File: src/include/dbm_defines.svh
// constants for the dram bank address mapper: decode, timing and refresh counts
// assumes a 100 MHz sys_clk and a 32-bit physical address from the memory bus
// Operation
// - Up to four banks of 32-bit DRAM are driven directly, each bank up to 256 Mb.
// - There is one row strobe per bank and one column strobe per byte lane.
// - Device size is not configurable, so banks sit in fixed windows 256 MBytes apart.
// - Unused upper address bits are ignored, so small devices alias through the window.
// - One fixed row/column assignment serves every square DRAM from 4 Mbit to 1 Gbit.
// - Mux bits 0-7 carry A2-A9 in the column phase and A10-A17 in the row phase.
// - Mux bits 8-12 carry A19,A21,A23,A25,A27 as column and A18,A20,A22,A24,A26 as row.
// - The top nibble of a bank window is hex C plus the bank number.
// - Non-square devices leave the bank split into discontiguous segments.
// - Every contiguous populated segment is at least 1 Mb long.
// - A refresh counter issues refresh cycles at the programmed refresh period; none are issued during standby.
// - Standby enters self-refresh when enabled, never cutting a DRAM cycle short.
`ifndef DBM_DEFINES_SVH
`define DBM_DEFINES_SVH

`define DBM_NBANK        4
`define DBM_NLANE        4
`define DBM_MUX_W        13
`define DBM_WIN_HI       31
`define DBM_WIN_LO       30
`define DBM_WIN_TAG      2'h3
`define DBM_BANK_HI      29
`define DBM_BANK_LO      28
`define DBM_LO_COL_BASE  2
`define DBM_LO_ROW_BASE  10
`define DBM_HI_ROW_BASE  18
`define DBM_HI_COL_BASE  19
`define DBM_LO_BITS      8

`define DBM_CLK_NS       10
`define DBM_T_RCD_NS     20
`define DBM_T_CAS_NS     20
`define DBM_T_RAS_NS     50
`define DBM_T_RP_NS      30
`define DBM_NS2CYC(t)    ((((t) + `DBM_CLK_NS - 1) / `DBM_CLK_NS) > 0 ? \
                          (((t) + `DBM_CLK_NS - 1) / `DBM_CLK_NS) : 1)
`define DBM_T_RCD_CYC    `DBM_NS2CYC(`DBM_T_RCD_NS)
`define DBM_T_CAS_CYC    `DBM_NS2CYC(`DBM_T_CAS_NS)
`define DBM_T_RAS_CYC    `DBM_NS2CYC(`DBM_T_RAS_NS)
`define DBM_T_RP_CYC     `DBM_NS2CYC(`DBM_T_RP_NS)
`define DBM_CNT_W        4

`define DBM_PER_W        8
`define DBM_REF_UNIT_LG  4
`define DBM_REF_CNT_W    12

`endif

File: src/include/dbm_pkg.sv
// types shared by the dram bank address mapper
// assumes dbm_defines.svh is on the include path
`include "dbm_defines.svh"

package dbm_pkg;

    typedef struct packed {
        logic [31:0]              addr;
        logic                     write;
        logic [`DBM_NLANE-1:0]    be;
    } dbm_req_s;

    typedef struct packed {
        logic [`DBM_MUX_W-1:0]    mux_addr;
        logic [`DBM_NBANK-1:0]    ras_n;
        logic [`DBM_NLANE-1:0]    cas_n;
        logic                     we_n;
    } dbm_dram_s;

    typedef enum logic [3:0] {
        DBM_IDLE,
        DBM_ROW,
        DBM_COL,
        DBM_PRE,
        DBM_RCAS,
        DBM_RRAS,
        DBM_SCAS,
        DBM_SELF,
        DBM_STBY
    } dbm_state_e;

    typedef logic [`DBM_MUX_W-1:0] dbm_mux_t;

    function automatic dbm_mux_t dbm_row_of(input logic [31:0] a);
        dbm_mux_t r;
        r = '0;
        for (int k = 0; k < `DBM_MUX_W; k++) begin
            if (k < `DBM_LO_BITS) begin
                r[k] = a[`DBM_LO_ROW_BASE + k];
            end else begin
                r[k] = a[`DBM_HI_ROW_BASE + 2 * (k - `DBM_LO_BITS)];
            end
        end
        return r;
    endfunction : dbm_row_of

    function automatic dbm_mux_t dbm_col_of(input logic [31:0] a);
        dbm_mux_t c;
        c = '0;
        for (int k = 0; k < `DBM_MUX_W; k++) begin
            if (k < `DBM_LO_BITS) begin
                c[k] = a[`DBM_LO_COL_BASE + k];
            end else begin
                c[k] = a[`DBM_HI_COL_BASE + 2 * (k - `DBM_LO_BITS)];
            end
        end
        return c;
    endfunction : dbm_col_of

endpackage : dbm_pkg

File: src/verilog/dbm_top.sv
// dram bank address mapper: bank decode, row/column multiplexing, strobes,
// refresh and self-refresh sequencing for four 32-bit dram banks
// assumes mem_req stays stable while mem_req_valid is high until mem_ack
`timescale 1ns/1ps
`include "dbm_defines.svh"

module dbm_top (
    input  wire logic                  sys_clk,
    input  wire logic                  rstn,
    input  wire logic                  mem_req_valid,
    input  wire dbm_pkg::dbm_req_s     mem_req,
    output logic                       mem_ack,
    output logic                       mem_err,
    input  wire logic [`DBM_PER_W-1:0] refresh_period_reg,
    input  wire logic                  self_refresh_enable,
    input  wire logic                  standby_req,
    output logic                       standby_ack,
    output dbm_pkg::dbm_dram_s         dram
);

    dbm_pkg::dbm_state_e   state_q;
    dbm_pkg::dbm_state_e   state_d;
    logic [`DBM_CNT_W-1:0] cnt_q;
    logic [`DBM_CNT_W-1:0] cnt_d;
    dbm_pkg::dbm_req_s     req_q;
    dbm_pkg::dbm_req_s     req_d;
    dbm_pkg::dbm_dram_s    dram_q;
    dbm_pkg::dbm_dram_s    dram_d;
    logic                  ack_q;
    logic                  ack_d;
    logic                  err_q;
    logic                  err_d;
    logic                  stby_q;
    logic                  stby_d;
    logic                  refresh_req;
    logic                  refresh_done;
    logic [1:0]            bank;

    dbm_refresh u_refresh (
        .sys_clk            (sys_clk),
        .rstn               (rstn),
        .refresh_period_reg (refresh_period_reg),
        .refresh_done       (refresh_done),
        .refresh_req        (refresh_req)
    );

    // fixed 256 MB window per bank, tag C plus bank number in the top nibble
    assign bank = mem_req.addr[`DBM_BANK_HI:`DBM_BANK_LO];

    always_comb begin
        state_d      = state_q;
        cnt_d        = cnt_q;
        req_d        = req_q;
        dram_d       = dram_q;
        ack_d        = 1'b0;
        err_d        = 1'b0;
        stby_d       = stby_q;
        refresh_done = 1'b0;
        unique case (state_q)
            dbm_pkg::DBM_IDLE: begin
                // standby only from idle so no dram cycle is cut short
                if (standby_req) begin
                    stby_d = 1'b1;
                    if (self_refresh_enable) begin
                        dram_d.cas_n = '0;
                        state_d      = dbm_pkg::DBM_SCAS;
                    end else begin
                        state_d = dbm_pkg::DBM_STBY;
                    end
                end else if (refresh_req) begin
                    refresh_done = 1'b1;
                    dram_d.cas_n = '0;
                    state_d      = dbm_pkg::DBM_RCAS;
                end else if (mem_req_valid && !ack_q) begin
                    // a request whose answer is still showing is not taken twice
                    if (mem_req.addr[`DBM_WIN_HI:`DBM_WIN_LO] != `DBM_WIN_TAG) begin
                        ack_d = 1'b1;
                        err_d = 1'b1;
                    end else begin
                        // upper bits beyond the fitted device are simply never
                        // driven as strobes, so small parts alias in the window
                        req_d              = mem_req;
                        dram_d.mux_addr    = dbm_pkg::dbm_row_of(mem_req.addr);
                        dram_d.ras_n       = ~(`DBM_NBANK'(1) << bank);
                        dram_d.we_n        = ~mem_req.write;
                        cnt_d              = `DBM_CNT_W'(`DBM_T_RCD_CYC - 1);
                        state_d            = dbm_pkg::DBM_ROW;
                    end
                end
            end
            dbm_pkg::DBM_ROW: begin
                if (cnt_q != '0) begin
                    cnt_d = cnt_q - 1'b1;
                end else begin
                    dram_d.mux_addr = dbm_pkg::dbm_col_of(req_q.addr);
                    dram_d.cas_n    = ~req_q.be;
                    cnt_d           = `DBM_CNT_W'(`DBM_T_CAS_CYC - 1);
                    state_d         = dbm_pkg::DBM_COL;
                end
            end
            dbm_pkg::DBM_COL: begin
                if (cnt_q != '0) begin
                    cnt_d = cnt_q - 1'b1;
                end else begin
                    dram_d.ras_n = '1;
                    dram_d.cas_n = '1;
                    dram_d.we_n  = 1'b1;
                    ack_d        = 1'b1;
                    cnt_d        = `DBM_CNT_W'(`DBM_T_RP_CYC - 1);
                    state_d      = dbm_pkg::DBM_PRE;
                end
            end
            dbm_pkg::DBM_PRE: begin
                if (cnt_q != '0) begin
                    cnt_d = cnt_q - 1'b1;
                end else begin
                    state_d = dbm_pkg::DBM_IDLE;
                end
            end
            dbm_pkg::DBM_RCAS: begin
                // cas before ras refresh across all banks
                dram_d.ras_n = '0;
                cnt_d        = `DBM_CNT_W'(`DBM_T_RAS_CYC - 1);
                state_d      = dbm_pkg::DBM_RRAS;
            end
            dbm_pkg::DBM_RRAS: begin
                if (cnt_q != '0) begin
                    cnt_d = cnt_q - 1'b1;
                end else begin
                    dram_d.ras_n = '1;
                    dram_d.cas_n = '1;
                    cnt_d        = `DBM_CNT_W'(`DBM_T_RP_CYC - 1);
                    state_d      = dbm_pkg::DBM_PRE;
                end
            end
            dbm_pkg::DBM_SCAS: begin
                dram_d.ras_n = '0;
                state_d      = dbm_pkg::DBM_SELF;
            end
            dbm_pkg::DBM_SELF: begin
                if (!standby_req) begin
                    dram_d.ras_n = '1;
                    dram_d.cas_n = '1;
                    stby_d       = 1'b0;
                    cnt_d        = `DBM_CNT_W'(`DBM_T_RP_CYC - 1);
                    state_d      = dbm_pkg::DBM_PRE;
                end
            end
            dbm_pkg::DBM_STBY: begin
                if (!standby_req) begin
                    stby_d  = 1'b0;
                    state_d = dbm_pkg::DBM_IDLE;
                end
            end
            default: begin
                state_d = dbm_pkg::DBM_IDLE;
            end
        endcase
    end

    always_ff @(posedge sys_clk or negedge rstn) begin
        if (!rstn) begin
            state_q         <= dbm_pkg::DBM_IDLE;
            cnt_q           <= '0;
            req_q           <= '0;
            dram_q.mux_addr <= '0;
            dram_q.ras_n    <= '1;
            dram_q.cas_n    <= '1;
            dram_q.we_n     <= 1'b1;
            ack_q           <= 1'b0;
            err_q           <= 1'b0;
            stby_q          <= 1'b0;
        end else begin
            state_q <= state_d;
            cnt_q   <= cnt_d;
            req_q   <= req_d;
            dram_q  <= dram_d;
            ack_q   <= ack_d;
            err_q   <= err_d;
            stby_q  <= stby_d;
        end
    end

    assign dram        = dram_q;
    assign mem_ack     = ack_q;
    assign mem_err     = err_q;
    assign standby_ack = stby_q;

    logic in_access;
    assign in_access = state_q inside {dbm_pkg::DBM_ROW, dbm_pkg::DBM_COL};
endmodule : dbm_top

File: src/verilog/dbm_refresh.sv
// refresh period counter: raises a sticky refresh request every period
// assumes the sequencer pulses refresh_done when it starts a refresh cycle
`timescale 1ns/1ps
`include "dbm_defines.svh"

module dbm_refresh (
    input  wire logic                  sys_clk,
    input  wire logic                  rstn,
    input  wire logic [`DBM_PER_W-1:0] refresh_period_reg,
    input  wire logic                  refresh_done,
    output logic                       refresh_req
);

    logic [`DBM_REF_CNT_W-1:0] cnt_q;
    logic [`DBM_REF_CNT_W-1:0] cnt_d;
    logic                      pend_q;
    logic                      pend_d;
    logic                      tick;

    always_comb begin
        tick  = 1'b0;
        cnt_d = cnt_q;
        if (refresh_period_reg == '0) begin
            cnt_d = '0;
        end else if (cnt_q == '0) begin
            tick  = 1'b1;
            cnt_d = {refresh_period_reg, {`DBM_REF_UNIT_LG{1'b0}}} - 1'b1;
        end else begin
            cnt_d = cnt_q - 1'b1;
        end
        // a tick in the same cycle as the clear keeps the request
        pend_d = tick | (pend_q & ~refresh_done);
    end

    always_ff @(posedge sys_clk or negedge rstn) begin
        if (!rstn) begin
            cnt_q  <= '0;
            pend_q <= 1'b0;
        end else begin
            cnt_q  <= cnt_d;
            pend_q <= pend_d;
        end
    end

    assign refresh_req = pend_q;
endmodule : dbm_refresh

File: config.mk
export PLATFORM = sky130hd
export DESIGN_NAME = dbm_top
export DESIGN_NICKNAME = d
export VERILOG_FILES = /design/src/include/dbm_pkg.sv /design/src/verilog/dbm_top.sv /design/src/verilog/dbm_refresh.sv
export VERILOG_INCLUDE_DIRS = /design/src /design/src/include
export SDC_FILE = /design/constraint.sdc
export NUM_CORES = 1
export LEC_CHECK = 0
export BUFFER_PORTS_ARGS = -buffer_cell sky130_fd_sc_hd__buf_2
export CAP_MARGIN = 20
export CORE_MARGIN = 2
export CORE_UTILIZATION = 48
export CTS_BUF_LIST = sky130_fd_sc_hd__clkbuf_8
export DETAILED_ROUTE_END_ITERATION = 7
export GPL_TIMING_DRIVEN = 0
export PLACE_DENSITY = 0.71
export SLEW_MARGIN = 20
export SYNTH_ARGS = -nofsm -noshare
export SYNTH_HDL_FRONTEND = slang
export SYNTH_SLANG_ARGS = --single-unit
File: constraint.sdc
create_clock -name sys_clk -period 2.77 [get_ports sys_clk]
set_input_delay 0.1385 -clock sys_clk [delete_from_list [all_inputs] [get_ports sys_clk]]
set_output_delay 0.1385 -clock sys_clk [all_outputs]
set_load 0.1 [all_outputs]
After elaboration in Yosys (flattened, before gate mapping)
Index checks and enable logic that the tools add are counted.
{ "totals": {"romBits": 0, "mem_bits_rw": 0, "latchBits": 0, "in_bits": 50, "wordCells": 131, "out_inout_bits": 25, "reg_bits": 78, "n_memories": 0} }
{ "op_classes": {"mul": 0, "bitwise": 9, "div": 0, "mux": 55, "n_reduce_logical": 23, "shift": 1, "magnitude_cmp": 0, "eq_ne": 27, "n_addsub": 3} }
{ "op_table": {"columns": ["operator", "count"], "rows": [
  ["$mux W4", 20],
  ["$mux W17", 4],
  ["$pmux W4 S5", 2],
  ["$pmux W4 S8", 1],
  ["$ne A2 B2 Y1 const B", 15],
  ["$pmux W13 S2", 1],
  ["$mux W12", 2],
  ["$pmux W4 S6", 1],
  ["$sub A12 B1 Y12 const B", 2],
  ["$reduce_and A7 Y1", 3],
  ["$mux W1", 17],
  ["$eq A4 B3 Y1 const B", 4],
  ["$mux W8", 2],
  ["$mux W13", 1],
  ["$logic_not A12 Y1", 1],
  ["$reduce_and A6 Y1", 2],
  ["$reduce_bool A5 Y1", 2],
  ["$mux W9", 1],
  ["$eq A4 B2 Y1 const B", 2],
  ["$logic_not A8 Y1", 1],
  ["$ne A4 B3 Y1 const B", 2],
  ["$not A4 Y4", 2],
  ["$reduce_and A8 Y1", 1],
  ["$pmux W1 S2", 3],
  ["other kinds (18)", 26]
]} }

Depth between registers and ports, before layout
Gate-level depths: netlist of run 1.
{ "depth": {"ltp_word": 7, "ltp_mapped": 7, "depth_no_buf": 6} }

By module
A second synthesis of run 1 with hierarchy kept.
{ "unflattened": {"cells_unflattened": 313, "hier_area_um2": 3570.9} }
{ "modules_own_cells": {"columns": ["mod", "seq_area_each_um2", "area_per_inst_um2", "n_inst", "cells_per_inst"], "rows": [
  ["dbm_top", 1262.5, 2670.1, 1, 223],
  ["dbm_refresh", 325.3, 900.9, 1, 90]
]} }

Least setup slack after synthesis of run 1
Ideal clock, no wire load.
{ "synth_path": {"path_type": "register to register", "from": "register ack_q (netlist: mem_ack)", "to": "register dram_q (netlist bit dram[11])", "path_stages_with_launch": 6, "slack_ns": 0.298, "n_path_buf": 1, "arrival_ns": 2.347, "t_required_ns": 2.645, "synth_period_minus_slack_ns": 2.472, "setup_time_ns": 0.125, "cell_sequence": "dfrtp_1 > nand4b_1 > or4_1 > a21boi_2 > buf_4 > mux2_2"} }
{ "synth_via": {"elab_chain_cells": 4} }
{ "synth_lines": {"columns": ["element", "line_no", "rtl"], "rows": [
  ["start, declared", "dbm_top.sv:29", "logic ack_q;"],
  ["start signal, assigned", "dbm_top.sv:178", "ack_q <= ack_d;"],
  ["$logic_not A1 Y1", "dbm_top.sv:74", "end else if (mem_req_valid && !ack_q) begin"],
  ["$logic_and A1 B1 Y1", "dbm_top.sv:74", null],
  ["$ne A2 B2 Y1 (no source line)", null, null],
  ["$reduce_and A6 Y1 (no source line)", null, null],
  ["end signal, assigned", "dbm_top.sv:177", "dram_q <= dram_d;"],
  ["end, declared", "dbm_top.sv:27", "dbm_pkg::dbm_dram_s dram_q;"]
]} }
Every way passes these cells.
A chain may end at the register's enable or synchronous reset.

Final worst setup path of run 1
{ "layout_path": {"from": "register state_q[2]", "to": "register dram_q (netlist bit dram[15])"} }
{ "layout_via": {"elab_chain_cells": 3, "elab_cells_between_ends": 10, "cone_classes": "6 x eq/ne; 1 x mux; 3 x reduce/logical"} }
{ "layout_lines": {"columns": ["element", "line_no", "rtl"], "rows": [
  ["start, declared", "dbm_top.sv:21", "dbm_pkg::dbm_state_e state_q;"],
  ["start signal, assigned", "dbm_top.sv:163", "state_q <= dbm_pkg::DBM_IDLE;"],
  ["start signal, assigned", "dbm_top.sv:174", "state_q <= state_d;"],
  ["$eq A4 B1 Y1 or $logic_not A4 Y1 (tied branches)", "dbm_top.sv:59", "unique case (state_q)"],
  ["$ne A2 B2 Y1 (no source line) or $reduce_bool A2 Y1 (tied branches)", null, null],
  ["$reduce_and A6 Y1 (no source line)", null, null]
]} }
Several ways; a longest one is shown, not always the timed one.

==> reports/metrics.yaml, run 1 <==
status:
  outcome: "completed"
final_layout:
  num_antenna_cells: 0
  layout.filler_cells: 634
  flow.area_growth_from_synthesis_pct: 19.70
  layout-drive-gt1-share_pct: 39.34
  post-route-util_pct: 59.32
  layout.nets: 473
critical_path:
  category_of_the_critical_setup_timing_path: "reg2reg"
  worstSetupEndpointType: "register"
  critPathLaunchType: "register"
  worstPathRequired_ps: 2990
  r2r_start: "state_q[2]$_DFFE_PN0P_"
  maximum_net_fanout_on_the_critical_path: 10
  arrival_ps: 2570
  reg2reg_slack_ps: 420
  crit_start: "state_q[2]$_DFFE_PN0P_"
  worst_reg2reg_path_length_in_cells: 7
  reg2reg_to: "dram[15]$_DFFE_PN0P_"
worst_hold_path:
  holdPathEnd: "req_q[1]$_DFFE_PN0P_"
  min-delay-path-class: "in2reg"
  worst_hold_path.num_cells: 3
  hold_path.startpoint: "mem_req[1]"
routing:
  routed_wl_um: 7946
  dr.pass1.iters: 4
  drt_iter0_drc: 164
  avgViaCountPerCell: 5.605
  route.detailed.drc: 0
  antenna_violating_nets_post_route: 0
  vias: 2920
  routed_wire_length_per_instance_um: 15.25
synth:
  synth_edf_count: 0
  yosysSeqAreaShare_pct: 44.17
  syn_nets: 386
  syn_inst: 330
  top_flip_flop_cell_by_instance_count_after_synthesis: "dfrtp_1"
  yosys.cell_types.count: 69
  synth-xor-area-share_pct: 2.193
  synth_compound_area_share_pct: 15.59
  synth_mux_area_share_pct: 14.65
  post_synth.cell_area_avg_um2: 10.89
  synth_simple_gate_area_share_pct: 17.30
  synth_top_family_by_area: "simple AND/OR/NAND/NOR gates"
  ys_warn_count: 0
  yosys_register_bits: 63
  ys_async_sr_fraction_pct: 100.0
  yosys.area_share.adder_pct: 2.088
  synthesis.area_mm2: 0.003595
clock_tree:
  clock_pin_transition_on_the_worst_setup_and_hold_timing_paths_ps: 80
  post_cts_buffers: 0
  cts_tree: "built"
  clock_path_buffers: 2
  clock_insertion_delay_worst_skew_ps: 340
  cts.root.buffer_cell: "clkbuf_8"
  cts_htree_levels: 3
  number_of_sinks_on_the_clock_net: 63
  cts_buffers: 9
global_routing:
  groute.usage.overall_pct: 20.49
  grt.busiest_layer: "met2"
  maximum_number_of_pins_on_one_net_before_global_route_repair: 64
  grt.met3_usage_pct: 4.674
  grt_use_met2_pct: 34.02
  grt_util_met1_pct: 26.56
  gr-total-overflow: 0
  first_pass_grt_wire_length_um: 13610
  via_count_of_the_first_global_routing_pass: 2926
  initial_antenna_violation_count: 0
sta:
  fmax_mhz: 425.2
  grt_setup_unrepaired: "false"
  setup_violations: 0
  relSlewSlack_pct: 48.61
  worstMarginPinSlew_ps: 751.4
  clock-skew-final_ps: 14.13
  finalHoldViolations: 0
  maxSlewViolCount: 0
  final.period_utilization_pct: 84.91
  setup_ws_ps: 418.1
  fin_worst_hold_slack_ps: 23.00
  tns_ps: 0
  final.min_clock_period_ps: 2352
placed_design:
  io_buffers: 72
  gp_routability_congestion: 0.8789
  dp_slack_ps: 429.7
  dpl.hpwl_um: 5870
power_and_ir_drop:
  worst_ir_drop_vdd_mv: 0.6690
  p_per_area_mw_per_mm2: 1348
  power.leakage_nw: 1.905
die:
  rows: 31
  floorplan.die_area_mm2: 0.008197
  die_x_um: 90.54
  core_mm2: 0.007253
  ioPinCount: 75
  floorplan.die.height_um: 90.54
  start_util_pct: 49.56
run:
  cap_viol_max_count: 0
==> flip-flops by register name, indices dropped and copies added, names as in the netlist <==
register / cells
cnt_q: 4
dram: 22
mem_ack: 1
mem_err: 1
req_q: 17
standby_ack: 1
state_q: 4
u_refresh.cnt_q: 12
u_refresh.refresh_req: 1
==> Yosys cell counts, types with 2 or more instances <==
| cell | instances | share of area, % |
|---|---|---|
| or3_1 | 3 | 0.52 |
| or3b_2 | 3 | 0.73 |
| and2_1 | 4 | 0.70 |
| nand3b_1 | 3 | 0.63 |
| or2_2 | 2 | 0.35 |
| nor4_1 | 5 | 0.87 |
| buf_1 | 2 | 0.21 |
| buf_4 | 2 | 0.42 |
| o211a_1 | 2 | 0.56 |
| ha_1 | 6 | 2.1 |
| mux2i_1 | 2 | 0.56 |
| a31oi_1 | 5 | 0.87 |
| nand4_1 | 2 | 0.35 |
| dfstp_2 | 9 | 6.6 |
| nand3_1 | 5 | 0.70 |
| buf_6 | 2 | 0.63 |
| o31ai_1 | 2 | 0.42 |
| o21ai_0 | 17 | 2.4 |
| nor4b_1 | 3 | 0.73 |
| nand2b_1 | 3 | 0.52 |
| clkbuf_1 | 7 | 0.73 |
| dfrtp_1 | 54 | 38 |
| or4b_1 | 2 | 0.56 |
| nor3b_1 | 4 | 0.84 |
| a211oi_1 | 5 | 1.0 |
| o21a_1 | 2 | 0.42 |
| a211o_1 | 2 | 0.49 |
| a21o_1 | 2 | 0.42 |
| nor3_1 | 11 | 1.5 |
| xor2_1 | 3 | 0.73 |
| xnor2_1 | 6 | 1.5 |
| nor4_4 | 2 | 1.2 |
| a2111oi_0 | 5 | 1.2 |
| nand2_1 | 12 | 1.3 |
| o2bb2ai_1 | 4 | 0.97 |
| mux2_2 | 45 | 14 |
| nor2b_1 | 5 | 0.87 |
| inv_1 | 14 | 1.5 |
| nor2_1 | 15 | 1.6 |
| or4_1 | 5 | 1.0 |
| buf_2 | 4 | 0.56 |
| a221oi_1 | 2 | 0.49 |
| a21oi_1 | 11 | 1.5 |
==> cell type report <==
type                       instances  area, um2  area share [%]
tap                               99      123.9           2.879
inverter                          14      52.55           1.221
multi-input combinational        236       1863           43.30
timing repair buffer              76      402.9           9.363
buffer                            17      91.34           2.123
sequential                        63       1588           36.90
clock buffer                      10      137.6           3.199
clock inverter                     6      43.79           1.018
==> worst max-delay path: stages (launching register included) <==
cell and delay, ps:
dfrtp_1 410, buf_2 190, nor2_1 210, and2_1 150
buf_2 220, buf_1 410, mux2_2 390, mux2_2 270
==> layer usage <==
metal  share of wire (%)  routed length [um]  vias to the layer above
met5                   0                   0                        -
met4                 1.4                 109                        0
met3                 4.2                 333                       10
met2                  49                3899                       80
met1                  45                3604                     1413
li1                    -                   -                     1417
==> report_power, final <==
| part | internal, mW | switching (mW) | total [mW] |
|---|---|---|---|
| logic | 1.09 | 2.31 | 3.39 |
| registers | 1.38 | 0.293 | 1.67 |
| clock network | 0.352 | 0.380 | 0.731 |
| total | 2.82 | 2.98 | 5.80 |
==> what timing repair did <==
item                                   in CTS  in global routing
hold buffers                                4                  0
resized for setup                           0                  0
endpoints found under the hold margin      57                  0
==> worst max path at each step <==
stage,end,slack [ps]
floorplan,dram[11]$_DFFE_PN0P_,300
finish,dram[15]$_DFFE_PN0P_,420
CTS,dram[15]$_DFFE_PN0P_,420
global placement,dram[17]$_DFFE_PN0P_,440
global route,dram[19]$_DFFE_PN0P_,220
detailed placement,dram[15]$_DFFE_PN0P_,430
==> cells in the final DEF, fill, tap and decap left out, types with 3 or more instances in the layout <==
cell type,instances
buf_2,75
dfrtp_1,54
mux2_2,45
o21ai_0,17
nor2_1,15
inv_1,14
nand2_1,12
nor3_1,11
a21oi_1,11
clkbuf_8,10
dfstp_2,9
clkbuf_1,7
xnor2_1,6
ha_1,6
or4_1,5
a2111oi_0,5
nor4_1,5
a211oi_1,5
nand3_1,5
a31oi_1,5
nor2b_1,5
nor3b_1,4
and2_1,4
o2bb2ai_1,4
dlygate4sd3_1,4
or3_1,3
or3b_2,3
nand2b_1,3
nor4b_1,3
xor2_1,3
buf_4,3
nand3b_1,3
==> stage by stage <==
stage                     instance area (um2)  std cells  power, mW
after global placement                   4079        501      4.989
after floorplan                          3595        330      4.436
final                                    4303        521      5.800
after global routing                     4303        521      6.168
after detailed placement                 4081        501      5.072
after CTS                                4303        521      5.820
==> kinds of logic (layout without fill, tap and decap cells) <==
| family | Yosys count | after routing |
|---|---|---|
| buffers and inverters | 31 | 123 |
| xor gates and xnor gates | 9 | 9 |
| muxes | 47 | 47 |
| DFF | 63 | 63 |
| and+or+nand+nor | 98 | 98 |
| adders and majority gates | 6 | 6 |
| AOI/OAI and AO/OA | 76 | 76 |
Power figures use the tool's default switching activity.
==> run 2, diff against run 1 <==
--- a/config.mk
+++ b/config.mk
@@ -6,6 +6,7 @@
 export SDC_FILE = /design/constraint.sdc
 export NUM_CORES = 1
 export LEC_CHECK = 0
+export ABC_AREA = 1
 export BUFFER_PORTS_ARGS = -buffer_cell sky130_fd_sc_hd__buf_2
 export CAP_MARGIN = 20
 export CORE_MARGIN = 2
@@ -13,7 +14,7 @@
 export CTS_BUF_LIST = sky130_fd_sc_hd__clkbuf_8
 export DETAILED_ROUTE_END_ITERATION = 7
 export GPL_TIMING_DRIVEN = 0
-export PLACE_DENSITY = 0.71
+export PLACE_DENSITY = 0.74
 export SLEW_MARGIN = 20
 export SYNTH_ARGS = -nofsm -noshare
 export SYNTH_HDL_FRONTEND = slang
==> constraint.sdc (replaced) <==
create_clock -name sys_clk -period 2.1 [get_ports sys_clk]
set_input_delay 0.105 -clock sys_clk [delete_from_list [all_inputs] [get_ports sys_clk]]
set_output_delay 0.105 -clock sys_clk [all_outputs]
set_load 0.1 [all_outputs]
==> run 2 against run 1 <==
  * Non-clock buffer count is the same
  * Via count increased by 14%
  * Final cell count increased by 27%
  * Flip-flop and latch count did not move
  * Wire length grew 7.6%
  * Largest cell class unchanged
  * Largest power group unchanged
  * Highest routed layer unchanged
==> reports/metrics.yaml, run 2 <==
die:
  ioPinCount: 75  # unchanged
  floorplan.die.height_um: 91.20  # +0.73%
  floorplan.die_area_mm2: 0.008317  # +1.5%
  core_mm2: 0.007292  # +0.53%
  die_x_um: 91.20  # +0.73%
  rows: 31  # unchanged
  start_util_pct: 50.05  # +0.49 points
routing:
  routed_wire_length_per_instance_um: 12.87  # -16%
  dr.pass1.iters: 5  # +1
  routed_wl_um: 8548  # +7.6%
  antenna_violating_nets_post_route: 0  # unchanged
  avgViaCountPerCell: 5.033  # -10%
  drt_iter0_drc: 154  # -6.1%
  vias: 3342  # +14%
  route.detailed.drc: 0  # unchanged
sta:
  maxSlewViolCount: 0  # unchanged
  tns_ps: 0  # unchanged
  worstMarginPinSlew_ps: 509.4  # -242.0 ps
  finalHoldViolations: 0  # unchanged
  relSlewSlack_pct: 66.27  # +18 points
  clock-skew-final_ps: 8.390  # -5.740 ps
  setup_ws_ps: 346.5  # -71.54 ps
  final.min_clock_period_ps: 1753  # -598.5 ps
  fmax_mhz: 570.3  # +34%
  final.period_utilization_pct: 83.50  # -1.4 points
  grt_setup_unrepaired: "false"
  setup_violations: 0  # unchanged
critical_path:
  worstSetupEndpointType: "register"
  worstPathRequired_ps: 2330  # -660 ps
  arrival_ps: 1990  # -580 ps
  category_of_the_critical_setup_timing_path: "reg2reg"
  maximum_net_fanout_on_the_critical_path: 7  # -3
  critPathLaunchType: "register"
  worst_reg2reg_path_length_in_cells: 10  # +3
final_layout:
  leading_cell_type_in_the_layout_fill_and_taps_excluded: "nand2_1"
  layout.area.seq_mm2: 0.001588  # unchanged
  flow.area_growth_from_synthesis_pct: 23.72
  layout-drive-gt1-share_pct: 25.13  # -14 points
  area_taken_by_multi_input_logic_gates_mm2: 0.001780  # -4.4%
  most_used_cells_in_the_layout_excluding_fill_and_tap_cells: "125 x nand2_1, 72 x buf_2, 54 x dfrtp_1"
  num_antenna_cells: 0  # unchanged
  number_of_flip_flops_in_the_largest_register: 22  # unchanged
  layout.filler_cells: 661  # +4.3%
  layout.nets: 616  # +30%
status:
  outcome: "completed"
synth:
  synth_edf_count: 0  # unchanged
  yosys_register_bits: 63  # unchanged
  ys_warn_count: 0  # unchanged
  syn_nets: 519  # +34%
  synth.largest_area_cell: "dfrtp_1"
  yosys.cell_types.count: 30  # -57%
  most_instantiated_library_cell_after_synthesis: "nand2_1"
  synthesis.area_mm2: 0.003650  # +1.5%
  post_synth.cell_area_avg_um2: 7.883  # -28%
  area_share_of_the_largest_cell_type_after_synthesis_pct: 37.02  # -0.57 points
  ys_async_sr_fraction_pct: 100.0  # unchanged
  top_cells_by_count_synth: "125 x nand2_1, 54 x dfrtp_1, 49 x inv_1, 49 x nor2_1, 35 x o21ai_0"
  yosys-top-cells-area: "dfrtp_1 37%, nand2_1 13%, dfstp_2 6.5%"
  syn_inst: 463  # +40%
  top_flip_flop_cell_by_instance_count_after_synthesis: "dfrtp_1"
  yosysSeqAreaShare_pct: 43.50  # -0.67 points
clock_tree:
  cts.repair.resized: 0  # unchanged
  cts.root.buffer_cell: "clkbuf_8"
  cts_htree_levels: 3  # unchanged
  cts_buffers: 9  # unchanged
  number_of_sinks_on_the_clock_net: 63  # unchanged
  clock_pin_transition_on_the_worst_setup_and_hold_timing_paths_ps: 70  # about the same
  clock_path_buffers: 2  # unchanged
  clock_insertion_delay_worst_skew_ps: 350  # about the same
  cts_tree: "built"
placed_design:
  dpl.hpwl_um: 6301  # +7.3%
  dp_slack_ps: 346.2  # -83.51 ps
  io_buffers: 72  # unchanged
  gp_routability_congestion: 0.9227  # +5.0%
global_routing:
  initial_antenna_violation_count: 0  # unchanged
  first_pass_grt_wire_length_um: 14510  # +6.6%
  via_count_of_the_first_global_routing_pass: 3264  # +12%
  maximum_number_of_pins_on_one_net_before_global_route_repair: 36  # -44%
  gr-total-overflow: 0  # unchanged
  groute.usage.overall_pct: 21.61  # +1.1 points
run:
  cap_viol_max_count: 0  # unchanged
worst_hold_path:
  min-delay-path-class: "in2reg"
  worst_hold_path.num_cells: 3  # unchanged
power_and_ir_drop:
  power.leakage_nw: 2.413  # +27%
  worst_ir_drop_vdd_mv: 0.8018  # +20%
  p_per_area_mw_per_mm2: 1848  # +37%
==> run 2: final cells by class <==
| class | count | share of cell area [%] |
|---|---|---|
| buffer | 7 | 1.690 |
| clock buffer | 10 | 3.048 |
| clock inverter | 6 | 2.023 |
| inverter | 54 | 4.544 |
| multi-input combinational | 339 | 39.43 |
| sequential | 63 | 35.16 |
| tap | 99 | 2.743 |
| timing repair buffer | 86 | 11.36 |
==> run 2: final timing paths <==
kind / from / endpoint / slack, ps
min in group asynchronous: rstn / state_q[2]$_DFFE_PN0P_ / 220
hold / removal: mem_req[32] / req_q[32]$_DFFE_PN0P_ / 10
setup / recovery: cnt_q[0]$_DFFE_PN0P_ / cnt_q[0]$_DFFE_PN0P_ / 350
setup reg to reg: cnt_q[0]$_DFFE_PN0P_ / cnt_q[0]$_DFFE_PN0P_ / 350
max in group asynchronous: rstn / dram[0]$_DFFE_PN1P_ / 1300
hold reg to reg: dram[8]$_DFFE_PN1P_ / dram[8]$_DFFE_PN1P_ / 460
==> run 2: layer usage <==
layer / global-route usage (%) / vias to the layer above / wire, um
li1: - / 1681 / -
met1: 28.27 / 1558 / 3853
met2: 35.06 / 87 / 4136
met3: 3.983 / 16 / 368
met4: 9.470 / 0 / 190
met5: 0 / - / 0
==> run 2: critical path, stage by stage (launching register included) <==
cell and delay, ps:
dfrtp_1 370, inv_1 110, ha_1 210, nand2_1 210, inv_1 130, nand2_1 90
nand3_1 80, nor2_2 250, inv_2 80, nand2_1 60, nand2_1 50
==> run 2: cell families (layout without fill, tap and decap cells) <==
group / after synthesis / after routing / share of synthesized area, %
xor+xnor: 10 / 10 / 2.400
simple gates: 246 / 246 / 31.09
buf+inv: 61 / 163 / 7.713
fa+ha+maj: 6 / 6 / 2.057
compound gates: 64 / 64 / 9.668
mux: 13 / 13 / 3.565
flops: 63 / 63 / 43.50
==> run 2: report_power, final <==
group,leakage (nW),switching [mW],internal [mW]
clock,0.105,0.514,0.704
combinational,1.53,3.61,1.34
sequential,0.776,0.347,1.83
total,2.41,4.47,3.87
==> run 2: metrics by stage <==
stage / area [um2] / hold slack, ps / power, mW / cells / util [%]
after floorplan: 3650 / -190.6 / 6.220 / 463 / -
after detailed placement: 4156 / 59.72 / 7.122 / 635 / 57.00
final: 4516 / 11.16 / 8.345 / 664 / 61.93
after CTS: 4516 / 0.4439 / 8.377 / 664 / 61.93
after global routing: 4516 / 4.934 / 8.945 / 664 / 61.93
after global placement: 4134 / 344.0 / 7.004 / 634 / 56.69
==> run 2: repair_timing <==
action	CTS	global route
hold endpoints to repair	38	0
buffers inserted	0	0
hold buffers	13	0
==> run 3, diff against run 2 <==
==> constraint.sdc (replaced) <==
create_clock -name sys_clk -period 1.61 [get_ports sys_clk]
set_input_delay 0.0805 -clock sys_clk [delete_from_list [all_inputs] [get_ports sys_clk]]
set_output_delay 0.0805 -clock sys_clk [all_outputs]
set_load 0.1 [all_outputs]
==> run 3 against run 2 <==
  * Critical path depth down 3
  * Largest power group unchanged
  * Via count up 3.0%
  * Largest cell class unchanged
  * Total power up 36%
==> reports/metrics.yaml, run 3 (same netlist as run 2, synthesis figures left out) <==
die:
  rows: 31  # unchanged
  core_mm2: 0.007292  # unchanged
  die_x_um: 91.20  # unchanged
  floorplan.die_area_mm2: 0.008317  # unchanged
  start_util_pct: 50.05  # unchanged
  ioPinCount: 75  # unchanged
  floorplan.die.height_um: 91.20  # unchanged
clock_tree:
  cts.root.buffer_cell: "clkbuf_8"
  clock_pin_transition_on_the_worst_setup_and_hold_timing_paths_ps: 70  # about the same
  cts_htree_levels: 3  # unchanged
  clock_insertion_delay_worst_skew_ps: 350  # about the same
  number_of_sinks_on_the_clock_net: 63  # unchanged
  clock_path_buffers: 2  # unchanged
  cts_buffers: 9  # unchanged
  cts_tree: "built"
power_and_ir_drop:
  power.leakage_nw: 2.541  # +5.3%
  worst_ir_drop_vdd_mv: 1.186  # +48%
  p_per_area_mw_per_mm2: 2346  # +27%
  total_power_mw: 11.31  # +36%
status:
  outcome: "completed"
sta:
  setup_violations: 0  # unchanged
  grt_setup_unrepaired: "true"
  final.period_utilization_pct: 97.36  # +14 points
  fin_worst_hold_slack_ps: 7.815  # -3.345 ps
  final.min_clock_period_ps: 1567  # -186.0 ps
  worstMarginPinSlew_ps: 500.9  # -8.471 ps
  finalHoldViolations: 0  # unchanged
  fmax_mhz: 638.0  # +12%
  maxSlewViolCount: 0  # unchanged
  clock-skew-final_ps: 11.51  # +3.120 ps
  relSlewSlack_pct: 66.83  # +0.56 points
run:
  cap_viol_max_count: 0  # unchanged
final_layout:
  final_cell_area_mm2: 0.004822  # +6.8%
  num_antenna_cells: 0  # unchanged
  flow.area_growth_from_synthesis_pct: 32.12
  leading_cell_type_in_the_layout_fill_and_taps_excluded: "nand2_1"
  number_of_flip_flops_in_the_largest_register: 22  # unchanged
  most_used_cells_in_the_layout_excluding_fill_and_tap_cells: "119 x nand2_1, 72 x buf_2, 51 x dfrtp_1"
  post-route-util_pct: 66.13  # +4.2 points
  layout-drive-gt1-share_pct: 30.61  # +5.5 points
  layout.nets: 639  # +3.7%
critical_path:
  crit_family: "simple AND/OR/NAND/NOR gates"
  critical_path.cell_chain: "nor2_4 > nand2_4 > nor2_1 > nand3_4 > buf_6 > nand2_1 > o21ai_1"
  critPathLaunchType: "register"
  arrival_ps: 1800  # -190 ps
  timing.critical_path.buf_inv: 1  # -2
  category_of_the_critical_setup_timing_path: "reg2reg"
  crit_path_top_delay_cell: "dfrtp_2"
  maximum_net_fanout_on_the_critical_path: 10  # +3
  cpPeakStageDelay_ps: 460  # +90 ps
  worstPathRequired_ps: 1840  # -490 ps
  worstSetupEndpointType: "register"
routing:
  routed_wire_length_per_instance_um: 13.07  # +1.5%
  avgViaCountPerCell: 5.010  # -0.46%
  met1_wire_length_um: 3946  # +2.4%
  topRoutingLayerUsed: "met4"
  antenna_violating_nets_post_route: 0  # unchanged
  vias: 3442  # +3.0%
  met3_wirelength_um: 504  # +37%
  route.detailed.drc: 0  # unchanged
  dr.pass1.iters: 4  # -1
  routed_wl_um: 8980  # +5.1%
  drt_iter0_drc: 186  # +21%
  met2_length_um: 4337  # +4.9%
global_routing:
  initial_antenna_violation_count: 0  # unchanged
  groute.usage.overall_pct: 22.38  # +0.77 points
  first_pass_grt_wire_length_um: 15120  # +4.2%
  via_count_of_the_first_global_routing_pass: 3379  # +3.5%
  maximum_number_of_pins_on_one_net_before_global_route_repair: 34  # -5.6%
  gr-total-overflow: 0  # unchanged
placed_design:
  detailed_place.area_mm2: 0.004168  # +0.27%
  io_buffers: 72  # unchanged
  dpl.hpwl_um: 6312  # +0.18%
  gp_routability_congestion: 0.9127  # -1.1%
worst_hold_path:
  min-delay-path-class: "in2reg"
[run 3: changes by cell type in the layout (fill, tap and decap cells not counted), sizes merged]
cell and change:
clkinvlp -2, inv +1, clkinv +1, clkbuf +1
bufinv -1, dlygate4sd3 +8, buf +15
[run 3: metal layers]
metal  global-route usage [%]  vias to the layer above
li1                         -                     1725
met2                    36.60                      102
met3                    3.983                       17
met4                    9.596                        0
met5                        0                        -
met1                    29.24                     1598
[run 3: final timing paths]
path / depth (start not counted) / startpoint / slack (ps) / endpoint
hold reg to reg: 2 / dram[1]$_DFFE_PN1P_ / 460 / dram[1]$_DFFE_PN1P_
min in group asynchronous: 2 / rstn / 210 / dram[19]$_DFFE_PN0P_
setup reg to reg: 7 / state_q[1]$_DFFE_PN0P_ / 40 / req_q[14]$_DFFE_PN0P_
hold / removal: 3 / mem_req[29] / 8 / dram[20]$_DFFE_PN0P_
max in group asynchronous: 3 / rstn / 830 / dram[0]$_DFFE_PN1P_
setup / recovery: 7 / state_q[1]$_DFFE_PN0P_ / 40 / req_q[14]$_DFFE_PN0P_
[run 3: report_power, final]
group	total, mW	switching [mW]	leakage [nW]	internal, mW
Clock	1.39	0.609	0.108	0.786
Sequential	2.86	0.461	0.771	2.40
Combinational	7.06	4.94	1.66	2.12
[run 3: area by class of cell]
| type | instances | area (um2) |
|---|---|---|
| Inverter | 54 | 207.7 |
| Fill cell | 637 | 2470 |
| Multi-Input combinational cell | 339 | 1897 |
| Timing Repair Buffer | 109 | 709.4 |
| Tap cell | 99 | 123.9 |
| Clock inverter | 5 | 50.05 |
| Clock buffer | 11 | 151.4 |
| Sequential cell | 63 | 1594 |
| Buffer | 7 | 88.84 |
[run 3: worst min-delay path, delay by kind of cell]
family / cells / cell delay, ps
buf+inv: 1 / 80
compound gates: 1 / 100
mux: 1 / 70
[run 3: what timing repair did]
item,in CTS,in global routing
hold buffers,21,0
buffers inserted,5,10
endpoints found under the hold margin,50,0
resized for setup,8,32
pin swaps,4,13
endpoints found under the setup margin,33,49
[run 3: metrics by stage]
stage	setup slack (ps)	setup TNS, ps	instances
floorplan	44.39	0	463
global placement	-111.0	-1334	634
detailed placement	-140.7	-1898	635
CTS	6.010	0	677
global route	-36.19	-317.0	687
finish	42.53	0	687
